--- src/rtl/ciw_regs.svh ---
// Counts and reset values for the wake, interrupt and bus-off block.
// Assumes inclusion by bare name from files under rtl/.
`ifndef CIW_REGS_SVH
`define CIW_REGS_SVH

// Consecutive recessive bits that form one idle sequence
`define CIW_RECESSIVE_RUN 4'hb
// Idle sequences needed before bus-off may be left
`define CIW_BUSOFF_SEQS 8'h80
// Transmit buffers are empty out of reset
`define CIW_TXE_RST 3'h7
// Error state field code for the normal, error-free range
`define CIW_STATE_OK 2'h0

`endif

--- src/rtl/ciw_pkg.sv ---
// Types shared by the wake, interrupt and bus-off block.
// Assumes nothing of its surroundings.
package ciw_pkg;
   // Operating mode of the controller
   typedef enum logic [1:0] {
      ciw_off,
      ciw_init,
      ciw_run,
      ciw_sleep
   } ciw_mode_t;
endpackage

--- src/rtl/ciw_ctrl.sv ---
// Mode control, wake-up, interrupt flags and bus-off recovery.
// Assumes the protocol engine gives one bit_tick per bit time and
// one-cycle event pulses on sys_clk; clear strobes are write-one pulses.
`include "ciw_regs.svh"
`timescale 1ns/1ps
module ciw_ctrl #(
   parameter int FILT_LEN = 8
) (
   input wire logic sys_clk,
   input wire logic rst,
   input wire logic bus_receive_input,
   input wire logic engine_tx,
   output logic bus_transmit_output,
   output logic rx_internal,
   input wire logic controller_on_bit,
   input wire logic init_request,
   input wire logic sleep_request,
   input wire logic wake_on_activity_enable,
   input wire logic wake_glitch_filter_select,
   input wire logic busoff_recovery_select,
   input wire logic busoff_hold_clear,
   input wire logic bus_idle,
   input wire logic bit_tick,
   input wire logic rx_msg_done,
   input wire logic rx_fifo_pending,
   input wire logic rx_overrun,
   input wire logic [2:0] tx_sent,
   input wire logic [1:0] err_tx_state,
   input wire logic [1:0] err_rx_state,
   input wire logic busoff_entry,
   input wire logic clr_wake,
   input wire logic clr_status_change,
   input wire logic clr_overrun,
   input wire logic clr_receive_full,
   input wire logic [2:0] clr_tx_empty,
   input wire logic wake_int_enable,
   input wire logic status_change_int_enable,
   input wire logic overrun_int_enable,
   input wire logic receive_full_int_enable,
   input wire logic [2:0] tx_empty_int_enables,
   output ciw_pkg::ciw_mode_t mode_state,
   output logic init_ack,
   output logic sleep_ack,
   output logic module_clk_run,
   output logic bus_synced,
   output logic rx_fg_load,
   output logic busoff_state,
   output logic busoff_hold,
   output logic wake_int_flag,
   output logic status_change_flag,
   output logic overrun_flag,
   output logic receive_full_flag,
   output logic [2:0] tx_buffer_empty_flags,
   output logic [1:0] tx_state_field,
   output logic [1:0] rx_state_field,
   output logic irq_wake,
   output logic irq_error,
   output logic irq_receive,
   output logic irq_transmit
);
   import ciw_pkg::*;

   ciw_mode_t mode_ff; // Current mode
   ciw_mode_t nxt_mode;
   logic rx_sync; // Synchronised receive line
   logic wake_pulse; // Bus activity seen while armed
   logic wake_evt; // Activity that ends sleep
   logic resync_ff; // Waiting for idle run after wake
   logic [3:0] run_cnt_ff; // Consecutive recessive bits
   logic run_done; // One full idle sequence seen
   logic [7:0] seq_cnt_ff; // Idle sequences while bus-off
   logic seq_done;
   logic busoff_ff; // Bus-off state
   logic hold_ff; // User hold on bus-off exit
   logic recover; // Leave bus-off this cycle
   logic wake_ff, csc_ff, ovr_ff, rxf_ff;
   logic [2:0] txe_ff;
   logic [1:0] tst_ff, rst_ff; // Reported error states
   logic state_chg; // Error counters moved into a critical range
   logic in_sleep;

   // Detector only armed in sleep with wake enabled
   ciw_wake_det #(
      .FILT_LEN(FILT_LEN),
      .FILT_W(4)
   ) u_wake (
      .sys_clk(sys_clk),
      .rst(rst),
      .bus_receive_input(bus_receive_input),
      .filter_en(wake_glitch_filter_select),
      .armed(in_sleep && wake_on_activity_enable),
      .rx_sync(rx_sync),
      .wake_pulse(wake_pulse)
   );

   assign in_sleep = (mode_ff == ciw_sleep);
   assign wake_evt = wake_pulse && wake_on_activity_enable;
   assign mode_state = mode_ff;
   assign init_ack = (mode_ff == ciw_init);
   assign sleep_ack = in_sleep;
   // Clocks stop when disabled or asleep; registers stay reachable
   assign module_clk_run = (mode_ff == ciw_init) || (mode_ff == ciw_run);
   // Masking the line in sleep with wake disabled hides bus activity; only init, a dropped sleep request or clearing controller_on_bit ends sleep
   assign rx_internal = (in_sleep && !wake_on_activity_enable) ? 1'b1 :
                        rx_sync;
   assign bus_transmit_output = (mode_ff == ciw_run && !resync_ff) ?
                                engine_tx : 1'b1; // recessive until rejoined
   assign bus_synced = !resync_ff;

   // Mode sequencing; a sleep request waits for idle bus and no pending tx
   always_comb
   begin
      nxt_mode = mode_ff;
      case (mode_ff)
         ciw_off:
            if (controller_on_bit)
               nxt_mode = init_request ? ciw_init : ciw_run;
         ciw_init:
            if (!init_request)
               nxt_mode = ciw_run;
         ciw_run:
            if (init_request)
               nxt_mode = ciw_init;
            else if (sleep_request && bus_idle && (&txe_ff))
               nxt_mode = ciw_sleep;
         ciw_sleep:
            if (init_request)
               nxt_mode = ciw_init;
            else if (wake_evt || !sleep_request)
               nxt_mode = ciw_run;
         default:
            nxt_mode = ciw_off;
      endcase
      if (!controller_on_bit)
         nxt_mode = ciw_off;
   end

   // Mode register
   always_ff @(posedge sys_clk)
   begin
      if (rst)
         mode_ff <= ciw_off;
      else
         mode_ff <= nxt_mode;
   end

   // Consecutive recessive bit counter on the internal receive level
   assign run_done = bit_tick && rx_internal &&
                     (run_cnt_ff == `CIW_RECESSIVE_RUN - 4'h1);
   always_ff @(posedge sys_clk)
   begin
      if (rst || in_sleep)
         run_cnt_ff <= 4'h0;
      else if (bit_tick)
      begin
         if (!rx_internal || run_done)
            run_cnt_ff <= 4'h0;
         else
            run_cnt_ff <= run_cnt_ff + 4'h1;
      end
   end

   // After leaving sleep for run, stay off the bus until one idle run is seen
   always_ff @(posedge sys_clk)
   begin
      if (rst)
         resync_ff <= 1'b0;
      else if (in_sleep && nxt_mode == ciw_run)
         resync_ff <= 1'b1;
      else if (run_done)
         resync_ff <= 1'b0;
   end

   // Bus-off sequence counter; frozen while asleep
   assign seq_done = (seq_cnt_ff == `CIW_BUSOFF_SEQS);
   always_ff @(posedge sys_clk)
   begin
      if (rst || !busoff_ff)
         seq_cnt_ff <= 8'h00;
      else if (run_done && !in_sleep && !seq_done)
         seq_cnt_ff <= seq_cnt_ff + 8'h01;
   end

   // Recovery: automatic, or also gated by the user hold in either order
   assign recover = busoff_ff && seq_done &&
                    (!busoff_recovery_select || !hold_ff);
   always_ff @(posedge sys_clk)
   begin
      if (rst)
         busoff_ff <= 1'b0;
      else if (busoff_entry)
         busoff_ff <= 1'b1;
      else if (recover)
         busoff_ff <= 1'b0;
   end

   // Hold is armed on entry in user mode and cleared by software
   always_ff @(posedge sys_clk)
   begin
      if (rst)
         hold_ff <= 1'b0;
      else if (busoff_entry && busoff_recovery_select)
         hold_ff <= 1'b1;
      else if (busoff_hold_clear)
         hold_ff <= 1'b0;
   end
   assign busoff_state = busoff_ff;
   assign busoff_hold = hold_ff;

   // Foreground load: a new frame, or a queued one once the slot is free;
   // no shifting into the foreground while asleep
   assign rx_fg_load = !in_sleep &&
                       (rx_msg_done || (rx_fifo_pending && !rxf_ff));

   // Error range entry is any change to a non-normal state code
   assign state_chg = ((err_tx_state != tst_ff) ||
                       (err_rx_state != rst_ff)) &&
                      ((err_tx_state != `CIW_STATE_OK) ||
                       (err_rx_state != `CIW_STATE_OK));

   // State fields follow the counters so software sees the newest range
   always_ff @(posedge sys_clk)
   begin
      if (rst)
      begin
         tst_ff <= `CIW_STATE_OK;
         rst_ff <= `CIW_STATE_OK;
      end
      else
      begin
         tst_ff <= err_tx_state;
         rst_ff <= err_rx_state;
      end
   end

   // Sticky flags: a set in the clear cycle wins, so a clear is void
   // while its condition still holds
   always_ff @(posedge sys_clk)
   begin
      if (rst)
      begin
         wake_ff <= 1'b0;
         csc_ff <= 1'b0;
         ovr_ff <= 1'b0;
         rxf_ff <= 1'b0;
      end
      else
      begin
         wake_ff <= (in_sleep && wake_evt) || (wake_ff && !clr_wake);
         csc_ff <= state_chg || (csc_ff && !clr_status_change);
         ovr_ff <= rx_overrun || (ovr_ff && !clr_overrun);
         rxf_ff <= rx_fg_load || (rxf_ff && !clr_receive_full);
      end
   end

   // Transmit empty flags, one per buffer; write-one schedules it
   always_ff @(posedge sys_clk)
   begin
      if (rst)
         txe_ff <= `CIW_TXE_RST;
      else
         txe_ff <= tx_sent | (txe_ff & ~clr_tx_empty);
   end

   assign wake_int_flag = wake_ff;
   assign status_change_flag = csc_ff;
   assign overrun_flag = ovr_ff;
   assign receive_full_flag = rxf_ff;
   assign tx_buffer_empty_flags = txe_ff;
   assign tx_state_field = tst_ff;
   assign rx_state_field = rst_ff;

   // Request lines are levels that hold while any enabled flag is set
   assign irq_wake = wake_ff && wake_int_enable;
   assign irq_error = (csc_ff && status_change_int_enable) ||
                      (ovr_ff && overrun_int_enable);
   assign irq_receive = rxf_ff && receive_full_int_enable;
   assign irq_transmit = |(txe_ff & tx_empty_int_enables);
endmodule

--- src/rtl/ciw_wake_det.sv ---
// Receive pin synchroniser and bus-activity detector with glitch filter.
// Assumes the pin is asynchronous to sys_clk and idles recessive (high).
`timescale 1ns/1ps
module ciw_wake_det #(
   parameter int FILT_LEN = 8,
   parameter int FILT_W = 4
) (
   input wire logic sys_clk,
   input wire logic rst,
   input wire logic bus_receive_input,
   input wire logic filter_en,
   input wire logic armed,
   output logic rx_sync,
   output logic wake_pulse
);
   logic meta_ff; // First stage, read by the second stage only
   logic sync_ff; // Synchronised line level
   logic prev_ff; // Previous synchronised level for edge detection
   logic [FILT_W-1:0] low_cnt_ff; // Consecutive dominant samples
   logic wake_ff; // Registered wake pulse
   logic nxt_wake;

   assign rx_sync = sync_ff;
   assign wake_pulse = wake_ff;

   // Two-stage synchroniser; runs off the register clock so that it
   // keeps watching the line while the protocol clocks are stopped
   always_ff @(posedge sys_clk)
   begin
      if (rst)
      begin
         meta_ff <= 1'b1;
         sync_ff <= 1'b1;
         prev_ff <= 1'b1;
      end
      else
      begin
         meta_ff <= bus_receive_input;
         sync_ff <= meta_ff;
         prev_ff <= sync_ff;
      end
   end

   // Low-pass filter: count dominant samples, restart on recessive
   always_ff @(posedge sys_clk)
   begin
      if (rst || sync_ff)
         low_cnt_ff <= '0;
      else if (low_cnt_ff != FILT_W'(FILT_LEN - 1))
         low_cnt_ff <= low_cnt_ff + 1'b1;
   end

   // Falling edge wakes directly; filtered mode needs a long dominant
   always_comb
   begin
      if (!armed)
         nxt_wake = 1'b0;
      else if (filter_en)
         nxt_wake = !sync_ff && (low_cnt_ff == FILT_W'(FILT_LEN - 2));
      else
         nxt_wake = prev_ff && !sync_ff;
   end

   // Register the wake event
   always_ff @(posedge sys_clk)
   begin
      if (rst)
         wake_ff <= 1'b0;
      else
         wake_ff <= nxt_wake;
   end
endmodule

--- config.mk ---
export PLATFORM = sky130hd
export DESIGN_NAME = ciw_ctrl
export DESIGN_NICKNAME = d
export VERILOG_FILES = /design/src/rtl/ciw_pkg.sv /design/src/rtl/ciw_ctrl.sv /design/src/rtl/ciw_wake_det.sv
export VERILOG_INCLUDE_DIRS = /design/src /design/src/rtl
export SDC_FILE = /design/constraint.sdc
export NUM_CORES = 1
export LEC_CHECK = 0
export BUFFER_PORTS_ARGS = -buffer_cell sky130_fd_sc_hd__buf_2
export CORE_UTILIZATION = 49
export DETAILED_ROUTE_END_ITERATION = 16
export PLACE_DENSITY_LB_ADDON = 0.3
export SKIP_LAST_GASP = 1
export SYNTH_ARGS = -nofsm -noshare
export SYNTH_HDL_FRONTEND = slang
export SYNTH_SLANG_ARGS = --single-unit
--- constraint.sdc ---
create_clock -name sys_clk -period 1.8 [get_ports sys_clk]
set_input_delay 0.09 -clock sys_clk [delete_from_list [all_inputs] [get_ports sys_clk]]
set_output_delay 0.09 -clock sys_clk [all_outputs]
set_load 0.02 [all_outputs]
; Word-level counts from Yosys, hierarchy flattened
; Cells that the tools add are included.
[totals]
regBits = 36
in_bits = 38
out_inout_bits = 26
wordCells = 121
[op_classes]
add_sub_neg = 3
n_eq_ne = 10
n_mux = 18
n_bitwise = 5
n_reduce_logical = 67
[op_table]
columns = cell, count
row1 = $logic_and A1 B1 Y1, 28
row2 = $logic_not A1 Y1, 15
row3 = $logic_or A1 B1 Y1, 15
row4 = $mux W2, 7
row5 = $reduce_bool A2 Y1, 5
row6 = $mux W1, 9
row7 = $add A4 B1 Y4 const B, 2
row8 = $add A8 B1 Y8 const B, 1
row9 = $eq A8 B8 Y1 const B, 1
row10 = $pmux W2 S4, 1
row11 = $and A3 B3 Y3, 2
row12 = $eq A2 B2 Y1 const B, 3
row13 = $eq A4 B3 Y1 const B, 1
row14 = $eq A4 B4 Y1 const B, 1
row15 = $mux W4, 1
row16 = $ne A2 B2 Y1, 2
row17 = $ne A4 B3 Y1 const B, 1
row18 = $not A3 Y3, 1
row19 = $or A3 B3 Y3, 1
row20 = $reduce_and A3 Y1, 1
row21 = $reduce_or A3 Y1, 1
row22 = $eq A2 B1 Y1 const B, 1
row23 = $logic_not A2 Y1, 1
row24 = $reduce_or A2 Y1, 1
row25 = $not A1 Y1, 1

; Logic depth before layout (Yosys ltp)
; Gate-level depths: netlist of the first run.
[logic_depth]
ltp_word = 9
mapped_depth = 6
depth_no_buf = 6

; Cells and area by module
; Synthesis of the first run repeated with hierarchy kept, for this count alone.
[unflattened]
hier_cells = 205
area_unflattened_um2 = 1838.0
[modules_own_cells]
columns = module, instances, cells_each, area_each_um2, seq_area_each_um2
row1 = ciw_ctrl, 1, 174, 1495.2, 560.5
row2 = ciw_wake_det, 1, 31, 342.8, 160.2

; Worst setup path before layout of the first run
; No wires, ideal clock.
[synth_path]
path_type = register to register
start = register mode_ff[1] (netlist: mode_state[1])
end = register seq_cnt_ff[4]
setup_time_ps = 123
arrival_ps = 1686
required_time_ps = 1677
setup_slack_ps = -9
path_stages_with_launch = 6
n_path_buf = 0
period_less_slack_ps = 1809
cell_sequence = dfxtp_1 -> ha_1 -> nand2b_1 -> a211oi_4 -> nand4_1 -> mux2_1
[synth_via]
elab_chain_cells = 7
word_cells_on_any_way = 8
classes_between = 1 x eq/ne / 1 x mux / 6 x reduce/logical
[synth_lines]
columns = element, line
row1 = start: declaration, ciw_ctrl.sv:63  ; ciw_mode_t mode_ff;
row2 = start signal: assignment, ciw_ctrl.sv:142  ; mode_ff <= ciw_off;
row3 = start signal: assignment, ciw_ctrl.sv:144  ; mode_ff <= nxt_mode;
row4 = $eq A2 B2 Y1 (*), ciw_ctrl.sv:96  ; assign in_sleep = (mode_ff == ciw_sleep);
row5 = named net sleep_ack, ciw_ctrl.sv:43  ; output logic sleep_ack,
row6 = $logic_and A1 B1 Y1, ciw_ctrl.sv:104  ; assign rx_internal = (in_sleep && !wake_on_activity_enable) ? 1'b1 :
row7 = $mux W1, ciw_ctrl.sv:104
row8 = $logic_and A1 B1 Y1 (2 in a row), ciw_ctrl.sv:148  ; assign run_done = bit_tick && rx_internal &&
row9 = $logic_and A1 B1 Y1 (*) (2 in a row), ciw_ctrl.sv:180  ; else if (run_done && !in_sleep && !seq_done)
row10 = end signal: assignment, ciw_ctrl.sv:181  ; seq_cnt_ff <= seq_cnt_ff + 8'h01;
row11 = end: declaration, ciw_ctrl.sv:71  ; logic [7:0] seq_cnt_ff;
; Mark *: on every way through the listed nets, which the timed path passes. The rest lies on a longest branch.
; A chain may end at the register's enable or synchronous reset.

; Worst setup path after layout of the first run
[layout_path]
start = register mode_ff[0] (netlist: mode_state[0])
end = output port rx_internal
[layout_via]
elab_chain_cells = 3
[layout_lines]
columns = element, line
row1 = $eq A2 B2 Y1, ciw_ctrl.sv:96
row2 = $logic_and A1 B1 Y1, ciw_ctrl.sv:104
row3 = $mux W1, ciw_ctrl.sv:104
row4 = end: declaration, ciw_ctrl.sv:14  ; output logic rx_internal,
; No other way between the ends.

==> run_results.csv, run 1 <==
group,metric,value,unit
die,pin_count,64,
placement,dp_hpwl,2830,microns
synth,yosysWarningCount,0,
finish,stdcell_area,2340,sq um
synth,syn_inst,203,
timing,finalSetupTns,0,ps
critical_path,arrival,1640,ps
synth,synth_edf_count,0,
clocking,clk_latency,330,ps
finish,diodes,0,
synth,synth-seq-area-share,40.4,%
synth,synthTopCellsByCount,"dfxtp_1, nor2_1, inv_1",
timing,hold_viol,0,
timing,slew_headroom,62.2,%
timing,setup_viol,0,
timing,skew,7.16,ps
hold_path,hold_path.class,"in -> reg",
die,die-area,3880,sq um
die,fp-row-count,21,
detailed_routing,drc,0,
pwr,leakage,1.04,nW
clocking,cts.sinks,36,
synth,yosysUniqueCellTypes,47,
synth,synth.most_common_cell,"dfxtp_1",
finish,fillers,301,
timing,tightest_slew,566,ps
critical_path,cp-end-kind,"output pin",
clocking,root_buffer,"clkbuf_4",
global_route,grt_max_degree,23,
global_route,grt_usage,21.5,%
detailed_routing,drtPass1Iterations,4,
die,die_y,62.3,microns
clocking,cts_tree,"done",
detailed_routing,drt_iter0_drc,49,
finish,drive_gt1_share,31.4,%
critical_path,critPathRequiredTime,1710,ps
finish,seq_area,726,sq um
critical_path,worst_path_dominant_cell_family,"simple AND/OR/NAND/NOR gates",
die,die_x,62.3,microns
synth,yosysTopAreaCell,"dfxtp_1",
clocking,clk_pin_slew_worst_paths,100,ps
detailed_routing,ant_nets,0,
die,start_util,52.2,%
finish,layout.nets,330,
die,core_area,3420,sq um
detailed_routing,routed_wl,3750,microns
synth,syn_nets,251,
synth,yosys-top-cells-area,"dfxtp_1, ha_1, nor2_1",
outcome,status,"completed",
critical_path,startpoint_type,"register",
critical_path,path_buf_inv,2,
critical_path,crit_fanout,13,
critical_path,r2r_setup_slack,170,ps
clocking,post_cts_buffers,0,
timing,max_freq,579,MHz
clocking,cts_buffers,5,
pwr,ir_worst_vdd,0.000493,V
clocking,htree_levels,2,
timing,period_minus_slack,1730,ps
timing,min_period_over_period,96.0,%
global_route,grt_first_pass_wirelength,6740,microns
critical_path,crit_chain,"ha_2, buf_6, nor2b_2, or2_2, buf_2",
placement,portBuffers,63,
critical_path,crit_slowest_cell,"dfxtp_4",
global_route,antenna_found_initial,0,
synth,syn_avg_cell_area,8.78,sq um
synth,ys_seq_elements,36,
synth,synth_area,1780,sq um
critical_path,slowest_delay,380,ps
detailed_routing,via_per_inst,5.14,
pwr,power,1.52,mW
synth,synth_top_area_share,40.4,%
finish,multi_input_area,980,sq um
detailed_routing,num_vias,1692,
synth,ys_async_sr_fraction,0,%
detailed_routing,wl_per_cell,11.4,microns
critical_path,crit_type,"reg -> out",
global_route,gr-total-overflow,0,
timing,slew_viol_final,0,
placement,post_dp_cell_area,2170,sq um
global_route,grt_pass1_vias,1596,
synth,ys.flop_type,"dfxtp_1",
clocking,cts_buffer_depth,2,
pwr,power.density,649,nW/um^2
placement,gp_congestion,0.815,
job,maxCapViolCount,0,
finish,area_delta_synth_final,31.2,%
## worst paths after layout
check | endpoint | start | cells after the start
worst max-delay path | rx_internal | mode_state[0]$_SDFF_PP0_ | 5
worst max register to register | seq_cnt_ff[7]$_SDFFE_PP0P_ | run_cnt_ff[0]$_SDFFE_PP0P_ | 6
worst min register to register | u_wake.rx_sync$_SDFF_PP1_ | u_wake.meta_ff$_SDFF_PP1_ | 1
worst min-delay path | tx_state_field[0]$_SDFF_PP0_ | err_tx_state[0] | 2
## cell families (layout without fill, tap and decap cells)
family          count (synthesis)  count (layout)  share of synthesized area [%]
fa+ha+maj                      10              10                           7.02
flops                          36              36                           40.4
compound gates                 41              41                           16.2
buf+inv                        23             103                           4.84
xor+xnor                       11              11                           5.41
mux                             2               2                           1.19
simple gates                   80              80                           24.9
## flip-flops by register name, indices dropped and copies added (netlist names), 2 cells and up
register and count:
seq_cnt_ff 8, run_cnt_ff 4, u_wake.low_cnt_ff 4, tx_buffer_empty_flags 3
mode_state 2, rx_state_field 2, tx_state_field 2
## area by class of cell
type,instances,share of cell area (%)
clock buffers,8,2.51
well taps,46,2.46
multi-input cells,144,41.9
inverters,18,2.89
flip-flops and latches,36,31.0
repair buffers,77,19.2
## layout by cell type (no fill, tap or decap), types with 2 or more instances in the layout
cell type	count
buf_2	63
dfxtp_1	34
nor2_1	22
inv_1	18
a21oi_1	12
nand2_1	12
dlygate4sd3_1	10
xnor2_1	9
ha_1	9
nand3_1	8
nor2b_1	7
o21ai_0	7
nand2b_1	5
clkbuf_4	5
or2_2	4
nand4_1	4
nor3_1	4
buf_4	3
and2_1	2
nor3b_1	2
a21bo_2	2
nand3b_1	2
a31oi_1	2
xor2_1	2
a22oi_1	2
a31o_2	2
clkbuf_1	2
## metal layers
| metal | part of all wire, % | wire length [microns] | GRT usage [%] | up-vias |
|---|---|---|---|---|
| met4 | 1.6 | 59 | 7.56 | 0 |
| met5 | 0 | 0 | 0 | - |
| met1 | 43 | 1610 | 25.0 | 781 |
| met2 | 50 | 1870 | 37.5 | 46 |
| met3 | 5.4 | 204 | 6.07 | 7 |
| li1 | - | - | - | 858 |
## repair_timing
item                                    4_1_cts  5_1_grt
hold buffers                                 10        0
gates resized for setup                       1        4
endpoints found under the setup margin        1        1
endpoints found under the hold margin         7        0
## metrics by stage
stage	utilization, %	hold slack [ps]	instances	setup slack, ps
2_1_floorplan	-	190	203	48.2
3_3_place_gp	63.5	272	311	202
3_5_place_dp	63.5	274	311	132
4_1_cts	68.2	2.56	329	14.9
5_1_grt	68.5	7.62	329	-2.87
6_report	68.5	14.8	329	71.6
## where the power goes
part           internal, mW  switching, mW  total (mW)
combinational         0.111          0.124       0.235
sequential            0.821         0.0209       0.842
clock                 0.193          0.247       0.440
total                  1.12          0.392        1.52
No activity file was read; power rests on OpenSTA's default activity.
==> inputs of run 2 (changes only) <==
--- a/config.mk
+++ b/config.mk
@@ -6,6 +6,7 @@
 export SDC_FILE = /design/constraint.sdc
 export NUM_CORES = 1
 export LEC_CHECK = 0
+export ABC_AREA = 1
 export BUFFER_PORTS_ARGS = -buffer_cell sky130_fd_sc_hd__buf_2
 export CORE_UTILIZATION = 49
 export DETAILED_ROUTE_END_ITERATION = 16
==> run 2 against run 1 <==
Effect of this change: via count up 5.6%; cell count up 12%; hold slack better by 20 ps; synthesized cell count up 16%; cell area up 3.3%; critical endpoint is now rx_fg_load; wire length up 9.7%; global-route usage up 1.7 points.
==> run_results.csv, run 2 <==
group,metric,value,unit
outcome,status,"completed",
synth,syn_nets,284,
finish,final_common_cell,"buf_2",
finish,fin_cells,369,
clocking,cts_buffers,5,
detailed_routing,drt_iter0_drc,41,
synth,syn_inst,236,
critical_path,rr_worst_depth,7,
clocking,clk_pin_slew_worst_paths,100,ps
placement,dp.cells,344,
pwr,internal-power,1.16,mW
critical_path,slowest_delay,440,ps
die,start_util,52.6,%
finish,drive_gt1_share,24.5,%
pwr,seqPwrFrac,53.3,%
clocking,cts.sinks,36,
pwr,ir_worst_vdd,0.000464,V
critical_path,cp-startpoint,"mode_state[0]$_SDFF_PP0_",
global_route,grt_pass1_vias,1751,
detailed_routing,drtPass1Iterations,6,
detailed_routing,routed_wl,4110,microns
pwr,power.density,656,nW/um^2
critical_path,cp-end-kind,"output pin",
synth,yosys-top-cells-area,"dfxtp_1, nand2_1, inv_1",
synth,synth_top_area_share,40.1,%
timing,skew,5.59,ps
critical_path,critPathRequiredTime,1710,ps
critical_path,crit_fanout,6,
hold_path,hold_path.class,"in -> reg",
die,die_y,62.6,microns
synth,syn_avg_cell_area,7.62,sq um
global_route,grt_max_degree,20,
timing,rsz0062_at_grt,"no",
global_route,grt_usage,23.2,%
timing,fin_ws,203,ps
timing,setup_viol,0,
critical_path,arrival,1510,ps
pwr,clockPowerShare,30.6,%
hold_path,hold_depth,4,
detailed_routing,drc,0,
timing,period_minus_slack,1600,ps
detailed_routing,wl_per_cell,11.1,microns
synth,yosysWarningCount,0,
critical_path,r2r_start,"mode_state[0]$_SDFF_PP0_",
job,maxCapViolCount,0,
placement,post_dp_cell_area,2170,sq um
timing,max_freq,626,MHz
clocking,clk_latency,340,ps
synth,synth.most_common_cell,"nand2_1",
hold_path,holdCritStartpoint,"clr_overrun",
synth,synth-seq-area-share,40.1,%
synth,ys.flop_type,"dfxtp_1",
pwr,switchingPower,423,uW
critical_path,startpoint_type,"register",
die,die_x,62.6,microns
clocking,cts_buffer_depth,2,
placement,dp_slack,273,ps
hold_path,holdPathEnd,"overrun_flag$_SDFF_PP0_",
timing,slew_headroom,75.1,%
finish,layout_common_cells,"buf_2, nand2_1, inv_1, dfxtp_1",
finish,top_register,"seq_cnt_ff",
clocking,root_buffer,"clkbuf_4",
finish,largest_register_ffs,8,
synth,yosysUniqueCellTypes,30,
die,pin_count,64,
finish,layout.nets,371,
timing,hold_viol,0,
finish,fillers,297,
synth,ys_async_sr_fraction,0,%
synth,synthTopCellsByCount,"nand2_1, dfxtp_1, inv_1",
synth,synth_edf_count,0,
critical_path,r2r-end,"seq_cnt_ff[0]$_SDFFE_PP0P_",
timing,tightest_slew,369,ps
placement,gp_congestion,0.822,
clocking,cts_tree,"done",
die,core_area,3420,sq um
timing,finalSetupTns,0,ps
global_route,antenna_found_initial,0,
clocking,htree_levels,2,
pwr,p_comb_share,16.1,%
pwr,leakage,1.17,nW
placement,dp_hpwl,2930,microns
finish,area_delta_synth_final,34.4,%
finish,diodes,0,
detailed_routing,num_vias,1787,
finish,stdcell_area,2420,sq um
pwr,switching_share,26.7,%
clocking,post_cts_buffers,0,
placement,portBuffers,63,
critical_path,crit_slowest_cell,"dfxtp_1",
critical_path,r2r_setup_slack,250,ps
timing,slew_viol_final,0,
global_route,gr-total-overflow,0,
critical_path,worst_path_dominant_cell_family,"flip-flops",
detailed_routing,via_per_inst,4.84,
timing,min_period_over_period,88.7,%
synth,synth_area,1800,sq um
synth,ys_seq_elements,36,
critical_path,crit_chain,"ha_1, inv_1, o21a_1, buf_2",
detailed_routing,ant_nets,0,
clocking,cts-resized-gates,0,
synth,yosysTopAreaCell,"dfxtp_1",
die,die-area,3920,sq um
finish,reg.largest.list,"seq_cnt_ff (8), run_cnt_ff (4), u_wake.low_cnt_ff (4)",
global_route,grt_first_pass_wirelength,7290,microns
critical_path,crit_type,"reg -> out",
critical_path,path_buf_inv,2,
die,fp-row-count,21,
-- run 2: changes by cell type after synthesis, moves of 3 or more --
cell and change:
nand2_1 +31, xor2_1 +3, a21oi_1 +8, inv_1 +18
o21ai_0 +6, nor2b_1 -8, nand2b_1 -5, nand3_1 +7
o21ai_1 +4
-- run 2: per-layer routing --
metal | global-route usage, % | vias to the layer above | share of wire [%] | routed length, microns
li1 | - | 938 | - | -
met1 | 27.2 | 791 | 45 | 1830
met2 | 40.8 | 51 | 49 | 2030
met3 | 5.66 | 7 | 4.7 | 193
met4 | 7.85 | 0 | 1.4 | 56
met5 | 0 | - | 0 | 0
-- run 2: power groups by stage --
stage	Combinational (mW)	Clock, mW	Sequential [mW]
2_1_floorplan	0.109	0	0.882
3_3_place_gp	0.221	0	0.860
3_5_place_dp	0.224	0	0.862
4_1_cts	0.254	0.495	0.844
5_1_grt	0.285	0.530	0.848
6_report	0.255	0.486	0.844
-- run 2: kinds of logic after synthesis --
group | Yosys count | synth area share [%]
xor+xnor | 12 | 5.85
fa+ha+maj | 10 | 6.96
flops | 36 | 40.1
simple gates | 94 | 24.8
compound gates | 46 | 14.3
buf+inv | 38 | 7.93
-- run 2: worst max-delay path by stage --
stage	endpoint	slack, ps	cells past startpoint
6_report	rx_fg_load	200	4
2_1_floorplan	seq_cnt_ff[0]$_SDFFE_PP0P_	50	7
5_1_grt	rx_fg_load	100	4
3_3_place_gp	seq_cnt_ff[0]$_SDFFE_PP0P_	330	7
3_5_place_dp	seq_cnt_ff[0]$_SDFFE_PP0P_	270	7
4_1_cts	rx_fg_load	180	4
-- run 2: area by class of cell --
type                            instances  area, sq um  area share, %
Tap cell                               46         57.6           2.38
Clock buffer                            7         65.1           2.69
Sequential cell                        36          721           29.8
Multi-Input combinational cell        162          935           38.7
Timing Repair Buffer                   82          503           20.8
Inverter                               36          135           5.59
-- run 2: stage by stage --
stage	utilization, %	total power [mW]	hold slack [ps]
CTS	70.7	1.59	15.1
detailed placement	63.6	1.09	276
finish	70.7	1.59	34.9
global route	70.7	1.66	40.2
floorplan	-	0.990	180
global placement	63.6	1.08	280
-- run 2: worst min-delay path, delay by kind of cell --
family                 cells  cell delay, ps
and+or+nand+nor            1              70
buffers and inverters      2             130
AOI/OAI and AO/OA          1              50
-- run 2: what timing repair did --
| item | 4_1_cts | 5_1_grt |
|---|---|---|
| hold endpoints to repair | 14 | 0 |
| setup endpoints to repair | 0 | 0 |
| hold buffers | 18 | 0 |
